### config.mk
export PLATFORM = sky130hd
export DESIGN_NAME = add_instruction_datapath
export DESIGN_NICKNAME = d
export VERILOG_FILES = /design/src/add_exec_pkg.sv /design/src/add_instruction_datapath.sv
export SDC_FILE = /design/constraint.sdc
export NUM_CORES = 1
export LEC_CHECK = 0
export ABC_AREA = 1
export BUFFER_PORTS_ARGS = -buffer_cell sky130_fd_sc_hd__buf_4
export CAP_MARGIN = 20
export CORE_ASPECT_RATIO = 1.75
export CORE_MARGIN = 8
export CORE_UTILIZATION = 50
export CTS_BUF_LIST = sky130_fd_sc_hd__clkbuf_2 sky130_fd_sc_hd__clkbuf_4 sky130_fd_sc_hd__clkbuf_8
export DETAILED_ROUTE_END_ITERATION = 10
export MAX_ROUTING_LAYER = met4
export PLACE_DENSITY = 0.82
export RECOVER_POWER = 50
export REMOVE_ABC_BUFFERS = 1
export SETUP_SLACK_MARGIN = 0.15
export SLEW_MARGIN = 20
export SYNTH_ARGS = -nofsm -noshare
export SYNTH_HDL_FRONTEND = slang
export SYNTH_SLANG_ARGS = --single-unit
export TNS_END_PERCENT = 100
### constraint.sdc
create_clock -name i_mclk -period 1.7 [get_ports i_mclk]
set_clock_uncertainty 0.2 [all_clocks]
set_input_delay 0.17 -clock i_mclk [delete_from_list [all_inputs] [get_ports i_mclk]]
set_output_delay 0.17 -clock i_mclk [all_outputs]
set_load 0.005 [all_outputs]
### src/add_exec_pkg.sv
// Purpose: shared constants for the add instruction datapath
// Assumes: 16-bit instruction words, 8-bit data, 12-bit data addresses
// Notes: phase order is decode, operand read, process, destination write
package add_exec_pkg;
    localparam logic [7:0] OPC_ADD_LIT = 8'h0F;
    localparam logic [5:0] OPC_ADD_FILE = 6'h09;
    localparam int DEST_BIT = 9;
    localparam int ACCESS_BIT = 8;
    localparam logic [7:0] INDEXED_MAX = 8'h5F;
    localparam logic [7:0] ACCESS_SPLIT = 8'h60;
    localparam logic [3:0] ACCESS_HIGH_BANK = 4'hF;
    localparam logic [7:0] ACC_RESET = 8'h00;
    localparam logic [4:0] FLAGS_RESET = 5'h00;
    typedef enum logic [1:0] {
        PH_DECODE,
        PH_READ,
        PH_PROCESS,
        PH_WRITE
    } phase_e;
endpackage

### src/add_instruction_datapath.sv
// Purpose: executes the literal add and the file-register add
// Assumes: i_phase_en marks one quarter of an instruction cycle
// Notes: data memory read is combinational on o_mem_addr
// Operation
// - opcode 0000 1111 kkkk kkkk adds the literal to the accumulator and updates all five flags.
// - opcode 0010 01da ffff ffff adds the accumulator to the file register and updates all flags.
// - a clear destination bit puts the sum in the accumulator and leaves the file untouched.
// - a set destination bit writes the sum back to the file register.
// - a clear bank-access bit addresses the access bank regardless of the bank select register, except where the indexed offset below applies.
// - a set bank-access bit takes the address from the bank select register and the file field.
// - extended set on, access bit clear and file field at most 95 selects indexed literal offset.
module add_instruction_datapath
    import add_exec_pkg::*;
(
    input wire logic i_mclk,
    input wire logic i_rst_b,
    input wire logic i_phase_en,
    input wire logic [15:0] i_instr,
    input wire logic i_instr_valid,
    input wire logic i_ext_set_en,
    input wire logic [3:0] i_bank_select_register,
    input wire logic [11:0] i_index_base,
    input wire logic [7:0] i_mem_rdata,
    output logic [11:0] o_mem_addr,
    output logic [7:0] o_mem_wdata,
    output logic o_mem_we,
    output logic [7:0] o_accumulator,
    output logic o_negative_flag,
    output logic o_signed_wrap_flag,
    output logic o_carry_flag,
    output logic o_half_carry_flag,
    output logic o_zero_flag,
    output logic o_done
);
    typedef struct packed {
        phase_e phase;
        logic is_lit;
        logic is_file;
        logic dest;
        logic [11:0] addr;
        logic [7:0] operand;
        logic [7:0] sum;
        logic [4:0] flags;
        logic [7:0] acc;
        logic [7:0] wdata;
        logic we;
        logic done;
    } state_s;

    state_s st_reg;
    state_s st_next;
    logic [8:0] full_sum;
    logic [4:0] low_sum;
    logic [11:0] file_addr;

    // indexed offset wins over the access bank when the extended set is on
    always_comb begin
        if (i_instr[ACCESS_BIT]) begin
            file_addr = {i_bank_select_register, i_instr[7:0]};
        end else if (i_ext_set_en && i_instr[7:0] <= INDEXED_MAX) begin
            file_addr = i_index_base + {4'h0, i_instr[7:0]};
        end else if (i_instr[7:0] < ACCESS_SPLIT) begin
            file_addr = {4'h0, i_instr[7:0]};
        end else begin
            file_addr = {ACCESS_HIGH_BANK, i_instr[7:0]};
        end
    end

    always_comb begin
        st_next = st_reg;
        full_sum = {1'b0, st_reg.acc} + {1'b0, st_reg.operand};
        low_sum = {1'b0, st_reg.acc[3:0]} + {1'b0, st_reg.operand[3:0]};
        st_next.we = 1'b0;
        st_next.done = 1'b0;
        if (i_phase_en) begin
            unique case (st_reg.phase)
                PH_DECODE: begin
                    st_next.is_lit = i_instr_valid && i_instr[15:8] == OPC_ADD_LIT;
                    st_next.is_file = i_instr_valid && i_instr[15:10] == OPC_ADD_FILE;
                    st_next.dest = i_instr[DEST_BIT];
                    st_next.addr = file_addr;
                    st_next.operand = i_instr[7:0];
                    st_next.phase = PH_READ;
                end
                PH_READ: begin
                    if (st_reg.is_file) begin
                        st_next.operand = i_mem_rdata;
                    end
                    st_next.phase = PH_PROCESS;
                end
                PH_PROCESS: begin
                    st_next.sum = full_sum[7:0];
                    if (st_reg.is_lit || st_reg.is_file) begin
                        // flags: n, ov, c, dc, z
                        st_next.flags = {full_sum[7],
                            (st_reg.acc[7] == st_reg.operand[7]) &&
                            (full_sum[7] != st_reg.acc[7]),
                            full_sum[8], low_sum[4], full_sum[7:0] == 8'h00};
                    end
                    st_next.phase = PH_WRITE;
                end
                PH_WRITE: begin
                    if (st_reg.is_lit || (st_reg.is_file && !st_reg.dest)) begin
                        st_next.acc = st_reg.sum;
                    end
                    if (st_reg.is_file && st_reg.dest) begin
                        st_next.we = 1'b1;
                        st_next.wdata = st_reg.sum;
                    end
                    st_next.done = st_reg.is_lit || st_reg.is_file;
                    st_next.phase = PH_DECODE;
                end
            endcase
        end
    end

    always_ff @(posedge i_mclk or negedge i_rst_b) begin
        if (!i_rst_b) begin
            st_reg <= '{phase: PH_DECODE, acc: ACC_RESET, flags: FLAGS_RESET, default: '0};
        end else begin
            st_reg <= st_next;
        end
    end

    assign o_mem_addr = st_reg.addr;
    assign o_mem_wdata = st_reg.wdata;
    assign o_mem_we = st_reg.we;
    assign o_accumulator = st_reg.acc;
    assign o_negative_flag = st_reg.flags[4];
    assign o_signed_wrap_flag = st_reg.flags[3];
    assign o_carry_flag = st_reg.flags[2];
    assign o_half_carry_flag = st_reg.flags[1];
    assign o_zero_flag = st_reg.flags[0];
    assign o_done = st_reg.done;
endmodule

Yosys cells after proc, flatten, opt, wreduce, memory -nomap -nowiden
Cells that the tools add are included.

operators by class
  $add $sub $neg = 3
  eq/ne operators = 8
  reductions and logical operators = 18
  $lt $le $gt $ge = 2
  mux-type cells = 9

operators by type and width
  operator              count
  $mux W12              3
  $pmux W8 S2           1
  $add A12 B8 Y12       1
  $reduce_and A3 Y1     4
  $add A8 B8 Y9         1
  $eq A8 B4 Y1 const B  1
  $le A8 B7 Y1 const B  1
  $logic_not A8 Y1      1
  $lt A8 B7 Y1 const B  1
  $mux W8               1
  $pmux W2 S4           1
  $eq A6 B4 Y1 const B  1
  $logic_and A1 B1 Y1   6
  $add A4 B4 Y5         1
  $eq A2 B2 Y1 const B  2
  $mux W2               2
  $reduce_and A2 Y1     2
  $eq A2 B1 Y1 const B  1
  $logic_not A2 Y1      1
  $logic_or A1 B1 Y1    2
  $ne A2 B2 Y1 const B  1
  $reduce_bool A2 Y1    1
  $eq A1 B1 Y1          1
  $logic_not A1 Y1      1
  other kinds (2)       2

storage, ports and cells
  output and inout port bits = 35
  register bits = 56
  input bits = 45
  word-level logic and storage cells = 52

Longest topological paths before layout
Gate-level depths: netlist (run 1).

  depth after elaboration = 4
  depth in mapped cells = 12

Worst setup path before layout (run 1)
Ideal clock, no wire load.

  kind = reg2reg
  start point = register st_reg (netlist bit o_accumulator[0])
  end point = register st_reg (netlist bit o_zero_flag)
  required time = 1.435 ns
  cell stages (with the launch flop) = 10
  buffers on the path = 0
  setup slack = -0.169 ns
  arrival time = 1.604 ns
  path through = dfrtp_1 -> ha_1 -> fa_1 -> nand3_1 -> nand2_1 -> xnor2_1 -> nand3_1 -> nor2_1 -> nand3_1 -> nand2_1

between the ends
  word-level cells in the longest chain between the ends = 2

RTL lines
  item                    line                             RTL
  start, declared         add_instruction_datapath.sv:50   state_s st_reg;
  start signal, assigned  add_instruction_datapath.sv:121  st_reg <= st_next;
  $add A8 B8 Y9           add_instruction_datapath.sv:71   full_sum = {1'b0, st_reg.acc} + {1'b0, st_reg.operand};
  $logic_not A8 Y1        add_instruction_datapath.sv:98   full_sum[8], low_sum[4], full_sum[7:0] == 8'h00};

Every way passes these cells.
A chain may end at the register's enable or synchronous reset.

Worst setup path in the final report (run 1)
  start point = register st_reg (netlist bit o_accumulator[0])
  end point = register st_reg (netlist bit o_zero_flag)

between the ends
  word-level cells in the longest chain between the ends = 2

RTL lines
  item                   line                            RTL
  $add A8 B8 Y9          add_instruction_datapath.sv:71
  named net full_sum[1]  add_instruction_datapath.sv:52  logic [8:0] full_sum;
  $logic_not A8 Y1       add_instruction_datapath.sv:98

The timed path passes the listed nets, and every way through them passes these cells.

==> results of run 1 <==
[final cells by class]
cell class	count	area (um^2)
Multi-Input combinational cell	293	2060
Fill cell	428	1560
Sequential cell	56	1400
Timing Repair Buffer	168	1390
Inverter	48	188
Tap cell	84	105
Clock buffer	7	96.3
[path summary, 6_finish.rpt]
check	startpoint	end	slack, ps	cells past startpoint
max	o_accumulator[0]$_DFFE_PN0P_	o_zero_flag$_DFFE_PN0P_	-620	9
min	i_bank_select_register[2]	o_mem_addr[10]$_DFFE_PN0P_	-40	5
max reg2reg	o_accumulator[0]$_DFFE_PN0P_	o_zero_flag$_DFFE_PN0P_	-620	9
min reg2reg	o_mem_addr[9]$_DFFE_PN0P_	o_mem_addr[9]$_DFFE_PN0P_	290	2
max in group asynchronous	i_rst_b	o_signed_wrap_flag$_DFFE_PN0P_	180	3
min in group asynchronous	i_rst_b	o_done$_DFF_PN0_	180	2
[power by group]
| group | switching (mW) | total [mW] | internal (mW) |
|---|---|---|---|
| clock | 0.468 | 0.832 | 0.364 |
| combinational | 2.67 | 5.41 | 2.74 |
| sequential | 0.513 | 2.39 | 1.88 |
[cells in the mapped netlist, types with 2 or more instances]
library cell | number | area [um^2]
nand2_1 | 116 | 435
dfrtp_1 | 56 | 1400
inv_1 | 46 | 173
buf_4 | 30 | 225
a21oi_1 | 27 | 135
nor2_1 | 26 | 97.6
ha_1 | 21 | 263
nand3_1 | 20 | 100
o21ai_0 | 20 | 100
o21a_1 | 8 | 60.1
o211ai_1 | 7 | 52.6
o21ai_1 | 6 | 30.0
xnor2_1 | 6 | 52.6
xor2_1 | 6 | 52.6
mux2_2 | 5 | 56.3
nand4_1 | 5 | 31.3
clkbuf_1 | 4 | 15.0
buf_2 | 3 | 15.0
mux2_1 | 3 | 33.8
a21oi_2 | 2 | 17.5
fa_1 | 2 | 40.0
inv_2 | 2 | 7.51
nand2_2 | 2 | 12.5
nand3b_1 | 2 | 15.0
nor2_2 | 2 | 12.5
[metal layers]
metal  vias up  share of wire  track usage
met5         -              0            -
met4         0          0.071        0.139
met3        83          0.059       0.0403
met2       207           0.53        0.411
met1      1720           0.33        0.212
li1       1646              -            -
[worst register-to-register path, stage by stage, from the launching register on]
cell     delay, ps
dfrtp_1        400
ha_2           250
fa_2           510
inv_2          110
nand2_1         70
nor3_2         220
nand3_1        160
nor2_2         150
nand3_1        100
nand2_1         80
[per-stage QoR]
stage                     hold slack, ps  power, mW
final                              -41.5       8.64
after global routing               -2.12       9.03
after CTS                          0.237       7.32
after detailed placement           -97.6       5.74
after global placement              -104       5.56
after floorplan                     -326       3.99
[logic make-up after synthesis]
kind of cell	count (synthesis)	share of synthesized area
compound gates	75	0.124
mux	8	0.0258
simple gates	175	0.206
buf+inv	85	0.125
xor+xnor	12	0.0301
flops	56	0.402
fa+ha+maj	23	0.0868
[repair_timing]
action,4_1_cts,5_1_grt
gates resized for setup,70,63
endpoints found under the setup margin,49,51
hold buffers,17,1
pin swaps,15,26
buffers inserted,12,8
gates cloned,3,0
endpoints found under the hold margin,68,1
==> PnR_summary.wiki, run 1 <==
{| class="wikitable"
! Metric !! Value
|-
| Outcome || complete, but fails checks
|-
| Failing checks || hold timing, setup timing
|-
| Die Wd || 79.1 um
|-
| Post-Syn Area per Cell || 8.03 um^2
|-
| Required time of the worst setup path || 1790 ps
|-
| TritonCTS clock tree || built
|-
| Share of the clock period used by the worst path after layout || 1.36
|-
| Global placer's final weighted congestion || 0.890
|-
| Die H || 126 um
|-
| Highest-delay cell along the critical path || fa_2
|-
| I/O Pins || 80
|-
| Instance count after placement with tap cells included || 608
|-
| Number of warnings reported in the yosys synthesis log || 0
|-
| Unrepaired setup endpoints after global routing || true
|-
| Clock slew at reported path FFs || 110 ps
|-
| Area after detailed placement || 4320 um^2
|-
| Die area || 10,000 um^2
|-
| Number of instances in the synthesized netlist || 434
|-
| Flop and latch count out of synthesis || 56
|-
| Routed wire per std cell || 19.3 um
|-
| Worst setup path class || reg2reg
|-
| Worst VDD drop || 0.696 mV
|-
| Worst EP arrival || 2400 ps
|-
| Antenna diodes || 0
|-
| Row Count || 40
|-
| Max Cap Violations || 0
|-
| Global-route wire length before repair || 17,600 um
|-
| Syn Std Cell Area || 3490 um^2
|-
| GRT Total Usage || 0.227
|-
| Highest clock rate || 0.431 GHz
|-
| Clk root buf || clkbuf_8
|-
| Cell family with the largest share of critical-path delay || simple AND/OR/NAND/NOR gates
|-
| Leakage power || 2.72 nW
|-
| Placeable core area || 6810 um^2
|-
| Vias per Instance || 5.57
|-
| Number of buffers on the longest clock path || 2
|-
| Worst max-slew margin expressed relative to the limit || 0.565
|-
| Commonest non-fill, non-tap cell in the layout || buf_4
|-
| Port Buffer Count || 79
|-
| Iteration count of the initial detailed-routing pass || 5
|-
| Power Density || 1650 nW/um^2
|-
| Hold Vio Cnt, Final || 2
|-
| Crit path capture type || flop
|-
| Maximum number of pins on one net before global-route repair || 31
|-
| Delay contributed by the slowest stage of the critical path || 510 ps
|-
| Aggregate routed wire length || 12,600 um
|-
| Setup slack at placement || -309 ps
|-
| Clock period minus worst slack || 2320 ps
|-
| Count of different cell masters after synthesis || 32
|-
| Clk Latency, worst-skew pair || 350 ps
|-
| Via count of the first global-routing pass || 3,718
|-
| Portion of the post-synthesis area used by sequential elements || 0.402
|-
| Fraction of registers with async set or reset after synthesis || 1.00
|-
| Crit path buffers/inverters || 1
|-
| Number of clock buffers inserted by TritonCTS || 5
|-
| Depth of the CTS H-tree || 2
|-
| Estimated wirelength of the detail-placed design || 7270 um
|-
| Critical path launch point type || flop
|-
| Final setup violation count || 27
|-
| Worst Path Max Fanout || 2
|-
| Final Core Density || 0.771
|-
| Worst hold margin || -41.5 ps
|-
| Flip-flop count of the largest register after layout || 21
|-
| Number of enable-type register cells in the synthesized netlist || 0
|-
| Setup tns final || -4160 ps
|-
| Grt total ovfl || 0
|-
| Remaining design rule violation count || 0
|-
| Synth Flop Type || dfrtp_1
|-
| Fraction of final layout cells with drive strength greater than 1 || 0.418
|-
| Finished layout cell area || 5250 um^2
|-
| Number of nets in the final layout || 640
|-
| CTS sink cnt || 56
|-
| DRC marker count from the first detailed-route iteration || 295
|-
| Vias || 3,656
|-
| Initial antenna violation count || 0
|-
| Growth of design area from synthesis to finish || 50.4%
|-
| Leading cell types in the layout, fill and taps excluded || buf_4 (123), nand2_1 (102), dfrtp_1 (55)
|-
| Final cell count without fillers || 656
|-
| CP Cell Sequence || ha_2 > fa_2 > inv_2 > nand2_1 > nor3_2 > nand3_1 > nor2_2 > nand3_1 > nand2_1
|-
| Slew Limit Fails || 0
|-
| Tightest Hold Check Type || in2reg
|-
| Initial core utilization || 0.512
|-
| Least setup slack across all paths after layout || -619 ps
|-
| Worst Max-Slew Pin Slew || 652 ps
|-
| Number of routed nets with antenna violations || 0
|}
(Power assumes the default switching activity.)
==> inputs of run 2 (changes only) <==
- CORE_UTILIZATION: 50 -> 51
- PLACE_DENSITY: 0.82 -> 0.83
==> run 2 against run 1 <==
  * Via count rose by 1.8%
  * Die area decreased by 1.6%
  * Global-route usage shrank 0.93 points
  * Clock power increased by 17%
  * The flow still finishes with violations (hold timing, setup timing)
  * Clock-buffer cell count is the same
  * Flip-flop and latch count stayed put
  * Fmax grew 14%
  * Wire length rose by 1.9%
  * First-iteration DRC count fell by 15%
  * Design area up 6.1%
  * Critical path depth is the same
  * Combinational power rose by 3.7%
==> PnR_summary.wiki, run 2 (synthesis gave the netlist of run 1 again) <==
{| class="wikitable"
! Metric !! Value
|-
| Growth of design area from synthesis to finish || 59.6%
|-
| TritonCTS clock tree || built
|-
| Worst hold margin || -10.4 ps (+31.1 ps)
|-
| Crit path capture type || flop
|-
| Clock period minus worst slack || 2040 ps (-282 ps)
|-
| Leakage power || 2.81 nW (+3.4%)
|-
| Cell depth of the worst setup path || 9 (unchanged)
|-
| I/O Pins || 80 (unchanged)
|-
| Flip-flop count of the largest register after layout || 21 (unchanged)
|-
| Tightest Hold Check Type || in2reg
|-
| CTS sink cnt || 56 (unchanged)
|-
| Failing checks || hold timing, setup timing
|-
| Worst EP arrival || 2100 ps (-300 ps)
|-
| Delay contributed by the slowest stage of the critical path || 400 ps (-110 ps)
|-
| Area after detailed placement || 4410 um^2 (+2.1%)
|-
| Die area || 9840 um^2 (-1.6%)
|-
| Worst setup path startpoint || o_accumulator[0]$_DFFE_PN0P_
|-
| Critical path launch point type || flop
|-
| Port Buffer Count || 79 (unchanged)
|-
| Vias || 3,723 (+1.8%)
|-
| Unrepaired setup endpoints after global routing || true
|-
| Finished layout cell area || 5570 um^2 (+6.1%)
|-
| Final Core Density || 0.824 (+0.0533)
|-
| Worst VDD drop || 0.705 mV (+1.4%)
|-
| Required time of the worst setup path || 1770 ps (-20 ps)
|-
| Cell family with the largest share of critical-path delay || adder cells
|-
| Placeable core area || 6760 um^2 (-0.74%)
|-
| Die H || 125 um (-0.86%)
|-
| Highest-delay cell along the critical path || dfrtp_1
|-
| Global placer's final weighted congestion || 0.871 (-2.2%)
|-
| Share of the clock period used by the worst path after layout || 1.20 (-0.166)
|-
| Number of buffers on the longest clock path || 2 (unchanged)
|-
| Number of clock buffers inserted by TritonCTS || 5 (unchanged)
|-
| Final setup violation count || 24 (-11%)
|-
| Worst Path Max Fanout || 3 (+1)
|-
| Total net switching power || 3.68 mW (+0.83%)
|-
| Antenna diodes || 0 (unchanged)
|-
| Initial antenna violation count || 0 (unchanged)
|-
| Clk root buf || clkbuf_8
|-
| Fraction of final layout cells with drive strength greater than 1 || 0.456 (+0.0384)
|-
| Maximum number of pins on one net before global-route repair || 32 (+3.2%)
|-
| Depth of the CTS H-tree || 2 (unchanged)
|-
| Beginning of the worst register-to-register path || o_accumulator[0]$_DFFE_PN0P_
|-
| Max Cap Violations || 0 (unchanged)
|-
| Row Count || 40 (unchanged)
|-
| Gate power share || 0.626 (about the same)
|-
| Grt total ovfl || 0 (unchanged)
|-
| Crit path buffers/inverters || 0 (-1)
|-
| Worst Max-Slew Pin Slew || 673 ps (+20.8 ps)
|-
| Clock slew at reported path FFs || 110 ps (about the same)
|-
| Sequential Power Share || 0.266 (-0.011)
|-
| Via count of the first global-routing pass || 3,697 (-0.56%)
|-
| Total Power Consumption || 8.97 mW (+3.8%)
|-
| Die Wd || 78.5 um (-0.79%)
|-
| Clk Latency, worst-skew pair || 320 ps (-30 ps)
|-
| Initial core utilization || 0.516 (+0.00379)
|-
| Aggregate routed wire length || 12,900 um (+1.9%)
|-
| Launch point of the worst hold path || i_instr[1]
|-
| Switching Share || 0.410 (-0.0122)
|-
| Outcome || complete, but fails checks
|-
| Global-route wire length before repair || 16,900 um (-4.0%)
|-
| Iteration count of the initial detailed-routing pass || 6 (+1)
|-
| GRT Total Usage || 0.218 (-0.00926)
|-
| Vias per Instance || 5.58 (+0.15%)
|-
| Estimated wirelength of the detail-placed design || 7460 um (+2.6%)
|-
| Worst setup path class || reg2reg
|-
| Setup slack at placement || -299 ps (+10.2 ps)
|-
| Hold Vio Cnt, Final || 1 (-1)
|-
| Internal || 5.29 mW (+6.0%)
|-
| DRC marker count from the first detailed-route iteration || 251 (-15%)
|-
| Clock network fraction of design power || 0.108 (+0.012)
|-
| Commonest non-fill, non-tap cell in the layout || buf_4
|-
| Highest clock rate || 0.491 GHz (+14%)
|-
| Remaining design rule violation count || 0 (unchanged)
|-
| Power Density || 1610 nW/um^2 (-2.2%)
|-
| Number of routed nets with antenna violations || 0 (unchanged)
|-
| R2r worst-path depth || 9 (unchanged)
|-
| Leading cell types in the layout, fill and taps excluded || buf_4 (131), nand2_1 (100), dfrtp_1 (54)
|-
| Critical Path Most Common Cell || nand3_1
|-
| Worst hold path depth || 4 (-1)
|-
| Number of nets in the final layout || 650 (+1.6%)
|-
| Least setup slack across all paths after layout || -337 ps (+282 ps)
|-
| CP Cell Sequence || ha_2 > fa_2 > nand3_2 > nand2_2 > xnor2_2 > nand3_1 > nor2_1 > nand3_1 > nand2_1
|-
| Routed wire per std cell || 19.3 um (+0.26%)
|-
| Slew Limit Fails || 0 (unchanged)
|-
| Worst max-slew margin expressed relative to the limit || 0.551 (-0.0139)
|}
## run 2: cell types whose count changed in the layout (fill, tap and decap cells not counted), sizes merged
cell          previous run  this run
dlygate4sd3             17        21
clkbuf                  16        11
bufinv                   0         1
buf                    141       153
dlymetal6s4s             1         0
## run 2: worst paths after layout
| path | slack [ps] | to |
|---|---|---|
| max in group asynchronous | 200 | o_accumulator[4]$_DFFE_PN0P_ |
| hold / removal | -10 | o_mem_addr[1]$_DFFE_PN0P_ |
| setup reg to reg | -340 | o_zero_flag$_DFFE_PN0P_ |
| min in group asynchronous | 250 | o_mem_addr[2]$_DFFE_PN0P_ |
| hold reg to reg | 290 | o_mem_addr[3]$_DFFE_PN0P_ |
| setup / recovery | -340 | o_zero_flag$_DFFE_PN0P_ |
## run 2: timing repair
action,CTS,global route
hold endpoints to repair,69,1
cloned,1,1
setup buffers,10,9
resized for setup,67,95
hold buffers,20,1
pin swaps,25,31
endpoints found under the setup margin,39,51
## run 2: power groups by stage
stage / combinational [mW] / clock [mW] / sequential (mW)
CTS: 4.34 / 0.960 / 2.26
floorplan: 1.78 / 0 / 2.21
detailed placement: 3.55 / 0 / 2.24
global route: 5.94 / 1.03 / 2.41
finish: 5.61 / 0.972 / 2.39
global placement: 3.40 / 0 / 2.22
## run 2: per-stage QoR
step / cells / setup TNS (ps) / hold WS [ps]
after floorplan: 397 / -3080 / -326
after global placement: 617 / -2140 / -95.7
after detailed placement: 617 / -3110 / -89.8
after CTS: 656 / -671 / 6.53
after global routing: 667 / -3370 / 18.2
final: 667 / -2140 / -10.4
## run 2: area by class of cell
type,count,area [um^2]
clock buffers,7,96.3
inverters,48,193
fillers,371,1190
well taps,84,105
multi-input cells,293,2190
flip-flops and latches,56,1400
clock inverters,1,30.0
repair buffers,178,1550
## run 2: layer usage
metal	routed length, um	global-route usage	up-vias	share of wire
met5	0	-	-	0
met1	4320	0.195	1808	0.34
met4	808	0.103	0	0.063
met2	7220	0.422	175	0.56
li1	-	-	1679	-
met3	548	0.0301	61	0.043
## run 2: worst reg2reg max path, stage by stage (launching register included)
cell	delay, ps
dfrtp_1	400
ha_2	200
fa_2	390
nand3_2	110
nand2_2	70
xnor2_2	200
nand3_1	120
nor2_1	130
nand3_1	70
nand2_1	80
==> inputs of run 3 (changes only) <==
- CELL_PAD_IN_SITES_DETAIL_PLACEMENT: not set -> 0
- CELL_PAD_IN_SITES_GLOBAL_PLACEMENT: not set -> 1
- CORE_UTILIZATION: 51 -> 37
==> run 3 against run 2 <==
  * The flow finishes with violations (setup timing)
  * Clock power decreased by 19%
  * Global-route usage shrank 4.1 points
  * Highest routed layer unchanged
  * Sequential power fell by 2%
  * Via count down 9.1%
  * Flip-flop and latch count did not move
  * Non-clock buffer count increased by 2
  * Combinational power decreased by 7.7%
  * Worst setup slack improved by 140 ps
==> PnR_summary.wiki, run 3 (synthesis gave the netlist of run 1 again) <==
{| class="wikitable"
! Metric !! Value
|-
| Outcome || complete, but fails checks
|-
| Failing checks || setup timing
|-
| TritonCTS clock tree || built
|-
| Leading cell types in the layout, fill and taps excluded || buf_4 (132), nand2_1 (97), dfrtp_1 (54)
|-
| Final setup violation count || 12 (-50%)
|-
| Unrepaired setup endpoints after global routing || true
|-
| Worst VDD drop || 0.668 mV (-5.2%)
|-
| Leakage power || 2.79 nW (-0.61%)
|-
| Initial core utilization || 0.375 (-0.141)
|-
| Hold Vio Cnt, Final || 0 (-1)
|-
| Placeable core area || 9290 um^2 (+38%)
|-
| Critical path launch point type || flop
|-
| Slew Limit Fails || 0 (unchanged)
|-
| Worst setup path class || reg2reg
|-
| Number of routed nets with antenna violations || 0 (unchanged)
|-
| Commonest non-fill, non-tap cell in the layout || buf_4
|-
| Setup slack at placement || -290 ps (+9.03 ps)
|-
| Growth of design area from synthesis to finish || 58.3%
|-
| Port Buffer Count || 79 (unchanged)
|-
| Crit path capture type || flop
|-
| Number of clock buffers inserted by TritonCTS || 5 (unchanged)
|-
| Crit path buffers/inverters || 1 (+1)
|-
| Die area || 12,900 um^2 (+31%)
|-
| Critical Path Most Common Cell || nand3_1
|-
| Worst max-slew margin expressed relative to the limit || 0.599 (+0.0478)
|-
| Global placer's final weighted congestion || 0.861 (-1.1%)
|-
| Vias per Instance || 4.79 (-14%)
|-
| Clk Latency, worst-skew pair || 320 ps (about the same)
|-
| Highest-delay cell along the critical path || fa_2
|-
| Power Density || 1510 nW/um^2 (-6.5%)
|-
| Worst EP arrival || 1960 ps (-140 ps)
|-
| Iteration count of the initial detailed-routing pass || 4 (-2)
|-
| Number of nets in the final layout || 652 (+0.31%)
|-
| Number of buffers on the longest clock path || 2 (unchanged)
|-
| Row Count || 47 (+18%)
|-
| Highest clock rate || 0.528 GHz (+7.6%)
|-
| Max Cap Violations || 0 (unchanged)
|-
| Clock slew at reported path FFs || 100 ps (about the same)
|-
| CTS sink cnt || 56 (unchanged)
|-
| Antenna diodes || 0 (unchanged)
|-
| Aggregate routed wire length || 10,400 um (-20%)
|-
| Global-route wire length before repair || 16,800 um (-0.41%)
|-
| Flip-flop count of the largest register after layout || 21 (unchanged)
|-
| CP Cell Sequence || ha_2 > fa_2 > inv_2 > nand2_2 > nor3_2 > nand3_1 > nor2_1 > nand3_1 > nand2_1
|-
| Depth of the CTS H-tree || 2 (unchanged)
|-
| Estimated wirelength of the detail-placed design || 7660 um (+2.7%)
|-
| Clock period minus worst slack || 1890 ps (-144 ps)
|-
| DRC marker count from the first detailed-route iteration || 68 (-73%)
|-
| Vias || 3,384 (-9.1%)
|-
| Maximum number of pins on one net before global-route repair || 36 (+13%)
|-
| Final cell count without fillers || 707 (+6.0%)
|-
| Routed wire per std cell || 14.7 um (-24%)
|-
| Die Wd || 89.4 um (+14%)
|-
| Delay contributed by the slowest stage of the critical path || 420 ps (+20 ps)
|-
| Area after detailed placement || 4470 um^2 (+1.3%)
|-
| GRT Total Usage || 0.176 (-0.0414)
|-
| Clk root buf || clkbuf_8
|-
| Required time of the worst setup path || 1770 ps (about the same)
|-
| Cell family with the largest share of critical-path delay || adder cells
|-
| Fraction of final layout cells with drive strength greater than 1 || 0.448 (-0.00840)
|-
| Initial antenna violation count || 0 (unchanged)
|-
| Tightest Hold Check Type || in2reg
|-
| Via count of the first global-routing pass || 3,650 (-1.3%)
|-
| Grt total ovfl || 0 (unchanged)
|-
| Finished layout cell area || 5520 um^2 (-0.81%)
|-
| Worst Path Max Fanout || 2 (-1)
|-
| Remaining design rule violation count || 0 (unchanged)
|-
| Least setup slack across all paths after layout || -193 ps (+144 ps)
|-
| Worst Max-Slew Pin Slew || 602 ps (-71.7 ps)
|-
| Instance count after placement with tap cells included || 658 (+6.6%)
|-
| Share of the clock period used by the worst path after layout || 1.11 (-0.0847)
|-
| I/O Pins || 80 (unchanged)
|-
| Die H || 144 um (+15%)
|}
## run 3: cell count changes in the layout (fill, tap and decap cells not counted), moves of 3 or more
cell      change
a21oi_2       -5
o21ai_1       -3
a21oi_1       +6
ha_1          +4
nor2_4        +3
nand3_2       -3
nand2_2       +4
ha_4          -3
nand3_1       +3
nor2_1        -4
clkbuf_4      +3
nand2_1       -3
## run 3: final cells by class
type                            instances  area, um^2
Fill cell                             803        3770
Multi-Input combinational cell        293        2130
Timing Repair Buffer                  180        1550
Sequential cell                        56        1400
Inverter                               48         183
Tap cell                              122         153
Clock buffer                            6        82.6
Clock inverter                          2        15.0
## run 3: per-layer routing
layer  routed length [um]  global-route usage  vias up
met5                    0                   -        -
met4                  454               0.119        0
met3                  296              0.0176       24
met2                 6150               0.336       86
met1                 3480               0.154     1597
li1                     -                   -     1677
## run 3: worst register-to-register path: cells and delay by family, from the launching register on
family	cells	cell delay [ps]
simple gates	6	530
flops	1	400
fa+ha+maj	2	620
buf+inv	1	80
## run 3: final timing paths
kind                                             endpoint  cells after the start  slack, ps                            from
max in group asynchronous    o_accumulator[4]$_DFFE_PN0P_                      3        140                         i_rst_b
hold / removal                     st_reg[35]$_DFFE_PN0P_                      4         10                  i_mem_rdata[4]
setup reg to reg                  o_zero_flag$_DFFE_PN0P_                      9       -190    o_accumulator[0]$_DFFE_PN0P_
setup / recovery                  o_zero_flag$_DFFE_PN0P_                      9       -190    o_accumulator[0]$_DFFE_PN0P_
hold reg to reg            o_signed_wrap_flag$_DFFE_PN0P_                      2        280  o_signed_wrap_flag$_DFFE_PN0P_
min in group asynchronous       o_mem_addr[3]$_DFFE_PN0P_                      2        180                         i_rst_b
## run 3: report_power, final
| part | total (mW) | switching [mW] | internal, mW |
|---|---|---|---|
| Clock | 0.784 | 0.453 | 0.331 |
| Sequential | 2.35 | 0.473 | 1.88 |
| Combinational | 5.18 | 2.34 | 2.84 |
## run 3: stage by stage
| step | power, mW | setup TNS (ps) | utilization | hold slack, ps |
|---|---|---|---|---|
| global placement | 5.76 | -2390 | 0.481 | -113 |
| detailed placement | 5.86 | -3010 | 0.481 | -107 |
| finish | 8.31 | -675 | 0.594 | 13.1 |
| floorplan | 3.99 | -3080 | - | -326 |
| CTS | 7.80 | -732 | 0.574 | 0.151 |
| global route | 8.91 | -2740 | 0.594 | 34.8 |
## run 3: repair_timing
action,in CTS,in global routing
resized for setup,100,47
buffers inserted,10,6
pin swaps,34,31
gates cloned,4,0
setup endpoints to repair,44,51
endpoints found under the hold margin,70,0
hold buffers,21,0
